$ cat config.mk
export PLATFORM = sky130hd
export DESIGN_NAME = dsr_readout
export DESIGN_NICKNAME = d
export VERILOG_FILES = /design/src/dsr_buf2.v /design/src/dsr_readout.v
export VERILOG_INCLUDE_DIRS = /design/src /design/src/src
export SDC_FILE = /design/constraint.sdc
export NUM_CORES = 1
export LEC_CHECK = 0
export BUFFER_PORTS_ARGS = -buffer_cell sky130_fd_sc_hd__buf_2
export CORE_AREA = 2 2 147 149
export CTS_CLUSTER_DIAMETER = 120
export DETAILED_ROUTE_END_ITERATION = 8
export DIE_AREA = 0 0 149 151
export PLACE_DENSITY = 0.53
export SKIP_LAST_GASP = 1
export SYNTH_ARGS = -nofsm -noshare
export SYNTH_HDL_FRONTEND = slang
export SYNTH_HIERARCHICAL = 1
export SYNTH_SLANG_ARGS = --single-unit
$ cat constraint.sdc
create_clock -name sys_clk_in -period 7.6 [get_ports sys_clk_in]
set_input_delay 0.76 -clock sys_clk_in [delete_from_list [all_inputs] [get_ports sys_clk_in]]
set_output_delay 0.76 -clock sys_clk_in [all_outputs]
set_load 0.01 [all_outputs]
$ cat src/dsr_regs.vh
`ifndef DSR_REGS_VH
`define DSR_REGS_VH
`define DSR_RESULT_W 12
`define DSR_CNT_W 6
`define DSR_LEAD_BITS 6'h02
`define DSR_FIRST_END 6'h0e
`define DSR_SLOT_LEN 6'h10
`define DSR_SECOND_END 6'h1e
`define DSR_FRAME_END 6'h20
`define DSR_ZERO_RESULT 12'h000
`endif

$ cat src/dsr_buf2.v
`timescale 1ns/1ps
`default_nettype none
module dsr_buf2 #(
  parameter W = 24
) (
  input wire sys_clk_in,
  input wire reset_n_in,
  input wire in_valid_in,
  output wire in_ready_out,
  input wire [W-1:0] in_data_in,
  output wire out_valid_out,
  input wire out_ready_in,
  output wire [W-1:0] out_data_out
);
  reg [W-1:0] slot0;
  reg [W-1:0] slot1;
  reg [1:0] count;
  wire push;
  wire pop;
  assign in_ready_out = (count != 2'h2);
  assign out_valid_out = (count != 2'h0);
  assign out_data_out = slot0;
  assign push = in_valid_in & in_ready_out;
  assign pop = out_valid_out & out_ready_in;
  always @(posedge sys_clk_in or negedge reset_n_in) begin
    if (!reset_n_in) begin
      slot0 <= {W{1'b0}};
      slot1 <= {W{1'b0}};
      count <= 2'h0;
    end else begin
      if (pop) begin
        slot0 <= (count == 2'h2) ? slot1 : in_data_in;
      end else if (push && count == 2'h0) begin
        slot0 <= in_data_in;
      end
      if (push && ((count == 2'h1 && !pop) || (count == 2'h2))) begin
        slot1 <= in_data_in;
      end
      if (push && !pop) begin
        count <= count + 2'h1;
      end else if (pop && !push) begin
        count <= count - 2'h1;
      end
    end
  end
endmodule // dsr_buf2
`default_nettype wire

$ cat src/dsr_readout.v
// Overview of operation
// - result bits change on the falling serial clock edge
// - frame starts with two zeros, then 12 result bits msb first
// - both results shift out together on their own pins
// - 16 clocks: two trailing zeros follow the 12 result bits
// - further 16 clocks: other converter's result on the same pin
// - after conversion the sampling stage returns to tracking
// - frame select falling edge samples and starts both conversions
// - serial clock paces both shifting and conversion
// - range input caught when frame select goes low
`timescale 1ns/1ps
`default_nettype none
`include "dsr_regs.vh"
module dsr_readout (
  input wire sys_clk_in,
  input wire reset_n_in,
  input wire frame_sel_n_in,
  input wire serial_clk_in,
  input wire range_sel_in,
  input wire [2:0] channel_pair_select_in,
  input wire result_valid_in,
  output wire result_ready_out,
  input wire [11:0] result_first_in,
  input wire [11:0] result_second_in,
  output reg result_out_first_out,
  output reg result_out_first_oe_n_out,
  output reg result_out_second_out,
  output reg result_out_second_oe_n_out,
  output reg sample_out,
  output reg tracking_out,
  output reg convert_step_out,
  output reg range_double_out,
  output reg [2:0] channel_pair_out
);
  localparam ST_IDLE = 3'b001;
  localparam ST_SHIFT = 3'b010;
  localparam ST_DONE = 3'b100;
  reg [2:0] state;
  reg [2:0] next_state;
  reg cs_s1;
  reg cs_s2;
  reg cs_s3;
  reg sck_s1;
  reg sck_s2;
  reg sck_s3;
  reg rng_s1;
  reg rng_s2;
  reg [2:0] chp_s1;
  reg [2:0] chp_s2;
  reg [`DSR_CNT_W-1:0] bit_cnt;
  reg [`DSR_RESULT_W-1:0] shift_first;
  reg [`DSR_RESULT_W-1:0] shift_second;
  reg [`DSR_RESULT_W-1:0] hold_first;
  reg [`DSR_RESULT_W-1:0] hold_second;
  wire cs_fall = cs_s3 & ~cs_s2;
  wire cs_rise = ~cs_s3 & cs_s2;
  wire sck_fall = sck_s3 & ~sck_s2;
  // slot index the coming fall drives, cut to the counter width
  wire [`DSR_CNT_W-1:0] slot;
  wire in_lead;
  wire in_first;
  wire in_gap;
  wire in_second;
  assign slot = bit_cnt + 6'h01;
  assign in_lead = (slot < `DSR_LEAD_BITS);
  assign in_first = (slot < `DSR_FIRST_END);
  assign in_gap = (slot < `DSR_SLOT_LEN + `DSR_LEAD_BITS);
  assign in_second = (slot < `DSR_SECOND_END);
  wire buf_valid;
  wire [2*`DSR_RESULT_W-1:0] buf_data;
  // buffer keeps a finished result until a frame takes it
  wire take = buf_valid & cs_fall;
  dsr_buf2 #(.W(2*`DSR_RESULT_W)) u_buf (
    .sys_clk_in(sys_clk_in),
    .reset_n_in(reset_n_in),
    .in_valid_in(result_valid_in),
    .in_ready_out(result_ready_out),
    .in_data_in({result_first_in, result_second_in}),
    .out_valid_out(buf_valid),
    .out_ready_in(take),
    .out_data_out(buf_data)
  );
  // pins pass two flops before use; third stage is edge history only
  always @(posedge sys_clk_in or negedge reset_n_in) begin
    if (!reset_n_in) begin
      cs_s1 <= 1'b1;
      cs_s2 <= 1'b1;
      cs_s3 <= 1'b1;
      sck_s1 <= 1'b1;
      sck_s2 <= 1'b1;
      sck_s3 <= 1'b1;
      rng_s1 <= 1'b0;
      rng_s2 <= 1'b0;
      chp_s1 <= 3'h0;
      chp_s2 <= 3'h0;
    end else begin
      cs_s1 <= frame_sel_n_in;
      cs_s2 <= cs_s1;
      cs_s3 <= cs_s2;
      sck_s1 <= serial_clk_in;
      sck_s2 <= sck_s1;
      sck_s3 <= sck_s2;
      rng_s1 <= range_sel_in;
      rng_s2 <= rng_s1;
      chp_s1 <= channel_pair_select_in;
      chp_s2 <= chp_s1;
    end
  end
  always @* begin
    next_state = state;
    case (state)
      ST_IDLE: begin
        if (cs_fall) begin
          next_state = ST_SHIFT;
        end
      end
      ST_SHIFT: begin
        if (cs_rise) begin
          next_state = ST_IDLE;
        end else if (sck_fall && bit_cnt == `DSR_FRAME_END - 6'h01) begin
          next_state = ST_DONE;
        end
      end
      ST_DONE: begin
        if (cs_rise) begin
          next_state = ST_IDLE;
        end
      end
      default: next_state = ST_IDLE;
    endcase
  end
  always @(posedge sys_clk_in or negedge reset_n_in) begin
    if (!reset_n_in) begin
      state <= ST_IDLE;
      bit_cnt <= {`DSR_CNT_W{1'b0}};
      shift_first <= `DSR_ZERO_RESULT;
      shift_second <= `DSR_ZERO_RESULT;
      hold_first <= `DSR_ZERO_RESULT;
      hold_second <= `DSR_ZERO_RESULT;
      result_out_first_out <= 1'b0;
      result_out_second_out <= 1'b0;
      result_out_first_oe_n_out <= 1'b1;
      result_out_second_oe_n_out <= 1'b1;
      sample_out <= 1'b0;
      tracking_out <= 1'b1;
      convert_step_out <= 1'b0;
      range_double_out <= 1'b0;
      channel_pair_out <= 3'h0;
    end else begin
      state <= next_state;
      sample_out <= 1'b0;
      convert_step_out <= 1'b0;
      if (state == ST_IDLE && cs_fall) begin
        sample_out <= 1'b1;
        tracking_out <= 1'b0;
        range_double_out <= rng_s2;
        channel_pair_out <= chp_s2;
        bit_cnt <= {`DSR_CNT_W{1'b0}};
        if (buf_valid) begin
          shift_first <= buf_data[2*`DSR_RESULT_W-1:`DSR_RESULT_W];
          shift_second <= buf_data[`DSR_RESULT_W-1:0];
          hold_first <= buf_data[2*`DSR_RESULT_W-1:`DSR_RESULT_W];
          hold_second <= buf_data[`DSR_RESULT_W-1:0];
        end else begin
          // nothing new buffered: resend the last result, not spent zeros
          shift_first <= hold_first;
          shift_second <= hold_second;
        end
        // first leading zero drives as soon as the frame opens
        result_out_first_out <= 1'b0;
        result_out_second_out <= 1'b0;
        result_out_first_oe_n_out <= 1'b0;
        result_out_second_oe_n_out <= 1'b0;
      end else if (state == ST_SHIFT && cs_rise) begin
        result_out_first_oe_n_out <= 1'b1;
        result_out_second_oe_n_out <= 1'b1;
        // park data low so a released pin never holds a stale bit
        result_out_first_out <= 1'b0;
        result_out_second_out <= 1'b0;
        tracking_out <= 1'b1;
      end else if (state == ST_DONE && cs_rise) begin
        result_out_first_oe_n_out <= 1'b1;
        result_out_second_oe_n_out <= 1'b1;
        result_out_first_out <= 1'b0;
        result_out_second_out <= 1'b0;
      end else if (state == ST_SHIFT && sck_fall) begin
        bit_cnt <= bit_cnt + 6'h01;
        convert_step_out <= 1'b1;
        if (bit_cnt == `DSR_FIRST_END - 6'h01) begin
          tracking_out <= 1'b1;
        end
        if (in_lead) begin
          result_out_first_out <= 1'b0;
          result_out_second_out <= 1'b0;
        end else if (in_first) begin
          result_out_first_out <= shift_first[`DSR_RESULT_W-1];
          result_out_second_out <= shift_second[`DSR_RESULT_W-1];
          shift_first <= {shift_first[`DSR_RESULT_W-2:0], 1'b0};
          shift_second <= {shift_second[`DSR_RESULT_W-2:0], 1'b0};
        end else if (in_gap) begin
          result_out_first_out <= 1'b0;
          result_out_second_out <= 1'b0;
          // reload crossed results for the extended frame
          shift_first <= hold_second;
          shift_second <= hold_first;
        end else if (in_second) begin
          result_out_first_out <= shift_first[`DSR_RESULT_W-1];
          result_out_second_out <= shift_second[`DSR_RESULT_W-1];
          shift_first <= {shift_first[`DSR_RESULT_W-2:0], 1'b0};
          shift_second <= {shift_second[`DSR_RESULT_W-2:0], 1'b0};
        end else begin
          result_out_first_out <= 1'b0;
          result_out_second_out <= 1'b0;
        end
      end
    end
  end
endmodule // dsr_readout
`default_nettype wire

==> flow_summary.ini, run 1 <==
[outcome]
status = complete, no violations

[sta]
rsz0062_at_grt = false
tightest_slew_ns = 1.121
skew_ns = 0.005858
setup_viol = 0
setup_tns_ns = 0
drv_slew = 0
maxSlewHeadroom_pct = 25.08
hold_violations = 0
timing.fmax_ghz = 0.3239
fin_crit_ns = 3.087
timing.final.crit_share_pct = 40.62
holdWs_ns = 0.3489

[place]
io_buffers = 44
hpwlAfterDp_um = 8785
placed_area_mm2 = 0.006541
finalWeightedCongestion = 0.7859

[cts]
numClockSinks = 131
clock_latency_ns = 0.42
hold_buffers = 0
post_cts_resize_count = 0
tritoncts = done
cts_setup_buffers = 0
numCtsBuffers = 17
htreeDepth = 4
cts-root-buf = clkbuf_16
clk_pin_slew_worst_paths_ns = 0.06
clockBufferDepth = 2

[power_and_ir_drop]
p_per_area_mw_per_mm2 = 401.8
peakVddDrop_uv = 303.6
leakage_nw = 3.295

[drt]
vias = 4097
wirelength_um = 13630
wl_per_cell_um = 16.46
vias_per_cell = 4.948
ant_nets = 0
drc = 0
drt_iter0_markers = 298
first_pass_iters = 4

[global_routing]
antenna_found_initial = 0
grt_start_max_net_pins = 70
grt_use_total_pct = 12.94
grt_pass1_vias = 4325
grt_pass1_wl_um = 22680
gr-total-overflow = 0

[logic_synthesis]
synth_warnings = 6
syn-num-nets = 547
yosysUniqueCellTypes = 58
synth-seq-cells = 131
synthXorXnorAreaFrac_pct = 0.8263
synthCells = 509
synth_adder_area_share_pct = 1.169
synth-simple-area-share_pct = 10.32
ys.flop_type = dfrtp_1
synthMuxAreaShare_pct = 16.59
synth_edf_count = 0
yosysSeqAreaShare_pct = 52.98
synth_top_family_by_area = multiplexers
avgSynthCellArea_um2 = 12.20
synth_compound_area_share_pct = 13.28
synth-async-reset-ratio_pct = 100.0
synthesis.area_mm2 = 0.006208

[critical_path]
path_class = reg2reg
arrival_ns = 3.35
start_kind = flop
r2r-end = shift_first[0]
r2r_start = bit_cnt[0]
crit_fanout = 46
crit_path_end_kind = flop
r2r_slack_ns = 4.51
critPathRequiredTime_ns = 7.87
rr_worst_depth = 7

[finish]
final_cell_mix = dfrtp_1, mux2i_1, buf_2, nor2_1
antenna_cells = 0
nets = 578
final-seq-area_mm2 = 0.003289
drive_gt1_share_pct = 30.92
mostFrequentLayoutCell = dfrtp_1
nFillCells = 2104
multi_input_area_mm2 = 0.002621
fin_area_mm2 = 0.007214
area_growth_pct = 16.20

[floorplanning]
die_y_um = 151
core_region_area_mm2 = 0.02082
io-pin-count = 45
die_w_um = 149
start_util_pct = 29.82
rows = 53
fp.dieArea_mm2 = 0.02250

[min_path]
holdPathEnd = rng_s2
min_from = rng_s1
min_path_type = reg2reg
hold_depth = 0

[job]
cap_violations = 0
power breakdown:
part	internal, mW	switching [mW]	leakage (nW)	total (mW)
registers	0.975	0.198	1.54	1.17
logic	0.451	0.343	1.43	0.794
clock network	0.622	0.310	0.318	0.932
total	2.05	0.851	3.30	2.90
flip-flops by register name, indices dropped and copies added (netlist names), 2 cells and up:
name / flops
chp_s1: 3
chp_s2: 3
u_buf/out_data_out: 24
shift_first: 12
u_buf/slot1: 24
u_buf/count: 2
state: 3
hold_first: 12
hold_second: 12
bit_cnt: 6
shift_second: 12
channel_pair_out: 3
worst max-delay path: stages (launching register included):
cell	delay, ns
dfrtp_1	0.47
ha_1	0.43
nor2b_1	0.11
a21oi_1	0.26
o32a_1	0.21
nand4_2	0.86
a31oi_1	0.47
o31ai_1	0.11
stage by stage:
stage               total power, mW  worst slack, ns  util, %  instances
floorplan                     1.795            5.039        -        509
global placement              1.949            4.621    31.41        796
detailed placement            1.982            4.519    31.41        796
CTS                           2.929            4.517    34.65        828
global route                  3.076            4.129    34.65        828
finish                        2.899            4.513    34.65        828
Yosys cell counts, drive strengths merged, types with 2 or more instances:
master | count | share of area, %
dfrtp | 122 | 49
o31ai | 3 | 0.36
a21o | 5 | 0.60
a31oi | 24 | 2.4
and3 | 3 | 0.38
a211oi | 2 | 0.24
or3 | 24 | 2.4
o21ai | 29 | 2.5
mux2i | 47 | 7.6
nor2b | 6 | 0.64
nand4 | 3 | 0.40
nand2b | 6 | 0.73
buf | 25 | 3.3
and3b | 2 | 0.28
clkbuf | 11 | 0.99
o221a | 24 | 4.4
and2 | 2 | 0.20
a21oi | 9 | 0.73
ha | 5 | 1.0
inv | 9 | 0.54
o21a | 2 | 0.24
nand3 | 4 | 0.32
nand2 | 27 | 1.8
a22o | 3 | 0.42
dfstp | 9 | 3.8
mux2 | 43 | 9.0
o22ai | 2 | 0.20
nand3b | 2 | 0.24
xnor2 | 4 | 0.69
nor2 | 39 | 2.4
cell type report:
class	instances	area share, %
Timing Repair Buffer	48	3.503
Multi-Input combinational cell	333	36.33
Clock buffer	18	6.087
Tap cell	275	4.769
Inverter	9	0.4683
Clock inverter	14	3.243
Sequential cell	131	45.59
per-layer routing:
layer | wire, um | GRT usage, %
met1 | 6601 | 17.32
met2 | 6345 | 20.09
met3 | 439 | 3.283
met4 | 245 | 5.190
met5 | 0 | 0
kinds of logic after synthesis:
| logic type | count (synthesis) |
|---|---|
| adder cells (fa/ha/maj) | 6 |
| buffers and inverters | 45 |
| AO/OA/AOI/OAI | 109 |
| AND/OR/NAND/NOR | 123 |
| XOR/XNOR | 5 |
| multiplexers | 90 |
| flip-flops | 131 |
how the worst max path moves through the flow:
stage | start | endpoint | slack [ns] | cells past startpoint
3_3_place_gp | bit_cnt[0] | shift_second[0] | 4.62 | 7
3_5_place_dp | bit_cnt[0] | shift_second[7] | 4.52 | 7
4_1_cts | bit_cnt[0] | shift_second[7] | 4.52 | 7
2_1_floorplan | u_buf/count[0] | u_buf/out_data_out[10] | 5.04 | 11
6_report | bit_cnt[0] | shift_first[0] | 4.51 | 7
5_1_grt | bit_cnt[0] | shift_second[1] | 4.13 | 7
(Power assumes the default switching activity.)
==> run 2, diff against run 1 <==
Settings changed: ABC_AREA set to 1, CORE_AREA 2 2 147 149 to 2 2 152 154, DIE_AREA 0 0 149 151 to 0 0 154 156, PLACE_DENSITY 0.53 to 0.54.
Clock period 7.6 ns to 2.8 ns, I/O delays scaled along.
==> flow_summary.ini, run 2 <==
[cts]
numCtsBuffers = 17
numClockSinks = 131
cts_setup_buffers = 0
clk_pin_slew_worst_paths_ns = 0.06
cts-root-buf = clkbuf_16
htreeDepth = 4
clock_latency_ns = 0.42
tritoncts = done
clockBufferDepth = 2

[place]
dp.cells = 1159
finalWeightedCongestion = 0.7689
hpwlAfterDp_um = 10520
io_buffers = 44

[logic_synthesis]
synth_compound_area_share_pct = 7.992
syn-num-nets = 897
synth_adder_area_share_pct = 0.9515
synthCells = 859
netlist_top_cells_area = dfrtp_1, nand2_1, nand3_1
yosysSeqAreaShare_pct = 50.03
synth-simple-area-share_pct = 28.98
ys.flop_type = dfrtp_1
synth_area_leader_cell = dfrtp_1
synth-seq-cells = 131
yosysTopAreaCellShare_pct = 46.43
synth.most_common_cell = nand2_1
synth_warnings = 6
synth-async-reset-ratio_pct = 100.0
avgSynthCellArea_um2 = 7.654
synthMuxAreaShare_pct = 0
synthesis.area_mm2 = 0.006575
synth_top_family_by_area = simple AND/OR/NAND/NOR gates
yosysUniqueCellTypes = 33
netlist_top_cells_count = nand2_1, inv_1, nand3_1, dfrtp_1, o21ai_0
synth_edf_count = 0
synthXorXnorAreaFrac_pct = 0

[critical_path]
path_cells = inv_1 > ha_1 > inv_2 > inv_1 > nor2_1 > inv_1 > nor2_4 > nor2_4 > nand2_2 > nand2_1 > nand2_1
cpMostUsedCell = inv_1
worst-path-stages = 11
crit_path_end_kind = flop
rr_worst_depth = 11
r2r-end = u_buf/slot1[15]
crit_fanout = 25
path_class = reg2reg
arrival_ns = 2.74
critPathRequiredTime_ns = 3.10
start_kind = flop
cpMaxStageDelayCell = nor2_4
cpPeakStageDelay_ns = 0.48
cp.buffers_inverters = 4
r2r_start = u_buf/count[0]
critPathTopFamily = simple AND/OR/NAND/NOR gates
r2r_slack_ns = 0.36

[power_and_ir_drop]
p_per_area_mw_per_mm2 = 998.7
leakage_nw = 4.155
peakVddDrop_uv = 442.9

[floorplanning]
die_y_um = 156
rows = 55
fp.dieArea_mm2 = 0.02402
start_util_pct = 29.40
core_region_area_mm2 = 0.02237
die_w_um = 154
io-pin-count = 45

[outcome]
status = complete, no violations

[global_routing]
grt_pass1_vias = 5288
use_met2_pct = 22.19
gr-usage-met1_pct = 19.14
grt_pass1_wl_um = 26880
grt_start_max_net_pins = 65
busiest_layer = met2
globalRouteMet3Util_pct = 3.500
antenna_found_initial = 0
gr-total-overflow = 0
grt_use_total_pct = 13.98

[sta]
setup_viol = 0
rsz0062_at_grt = false
skew_ns = 0.006290
fin_crit_ns = 2.436
holdWs_ns = 0.1093
hold_violations = 0
maxSlewHeadroom_pct = 41.65
tightest_slew_ns = 0.8739
setup_tns_ns = 0
drv_slew = 0
timing.fmax_ghz = 0.4105
timing.final.crit_share_pct = 87.00

[drt]
wl_per_cell_um = 13.15
drt_iter0_markers = 273
vias = 5403
drc = 0
wirelength_um = 15750
ant_nets = 0
first_pass_iters = 4
vias_per_cell = 4.510

[min_path]
min_path_type = in2reg
min_from = result_second_in[2]
hold_depth = 3
holdPathEnd = u_buf/slot1[2]

[finish]
final_cell_mix = nand2_1, inv_1, nand3_1, dfrtp_1, o21ai_0
drive_gt1_share_pct = 13.14
area_growth_pct = 17.13
final_cell_count_no_fill = 1198
mostFrequentLayoutCell = nand2_1
nets = 938
antenna_cells = 0

[job]
cap_violations = 0
-- run 2: cell count changes in the layout (fill, tap and decap cells not counted), sizes merged, moves of 22 or more --
cell	delta
mux2	-43
inv	+136
nand3	+134
mux2i	-47
o21ai	+22
a21oi	+27
or3	-24
o221a	-24
nand2	+233
a31oi	-24
-- run 2: per-stage QoR --
stage / worst slack, ns / total power [mW] / area, um^2 / util, %
after floorplan: 0.7819 / 4.787 / 6575 / -
after global placement: 0.3880 / 5.399 / 7022 / 31.40
after detailed placement: 0.3539 / 5.437 / 7022 / 31.40
after CTS: 0.3459 / 7.780 / 7701 / 34.43
after global routing: 0.1132 / 8.316 / 7701 / 34.43
final: 0.3641 / 7.691 / 7701 / 34.43
-- run 2: layer usage --
metal  vias up  wire length [um]
met4         0               133
met2        97              7290
met1      2520              7787
met5         -                 0
met3         9               543
li1       2777                 -
-- run 2: cell type report --
class                   count  area, um^2
inverters                 144       540.5
well taps                 285       356.6
clock buffers              20       456.7
flip-flops and latches    131        3289
clock inverters            12       152.6
fillers                  2361       14660
multi-input cells         542        2499
repair buffers             64       406.6
-- run 2: worst max-delay path by stage --
stage                                         to           start  slack [ns]
after global placement           u_buf/slot1[16]  u_buf/count[0]        0.39
after detailed placement          u_buf/slot1[2]  u_buf/count[0]        0.35
after global routing              u_buf/slot1[2]  u_buf/count[0]        0.11
after CTS                         u_buf/slot1[2]  u_buf/count[0]        0.35
after floorplan           u_buf/out_data_out[11]  u_buf/count[0]        0.78
final                            u_buf/slot1[15]  u_buf/count[0]        0.36
-- run 2: power breakdown --
group	internal [mW]	leakage, nW	switching [mW]
Clock	1.45	0.289	0.845
Sequential	2.62	1.62	0.363
Combinational	0.830	2.24	1.58
Total	4.90	4.16	2.79
-- run 2: timing repair --
action                    in CTS  in global routing
gates resized for setup        0                  0
hold buffers                   7                  0
hold endpoints to repair      59                  0
-- run 2: tightest hold or removal path, cell delays in order --
cell     delay (ns)
buf_2          0.08
nand3_1        0.07
nand2_1        0.06
-- run 2: logic make-up after synthesis --
| family | count (synthesis) |
|---|---|
| AND/OR/NAND/NOR | 439 |
| adder cells (fa/ha/maj) | 5 |
| flip-flops | 131 |
| AO/OA/AOI/OAI | 98 |
| buffers and inverters | 186 |
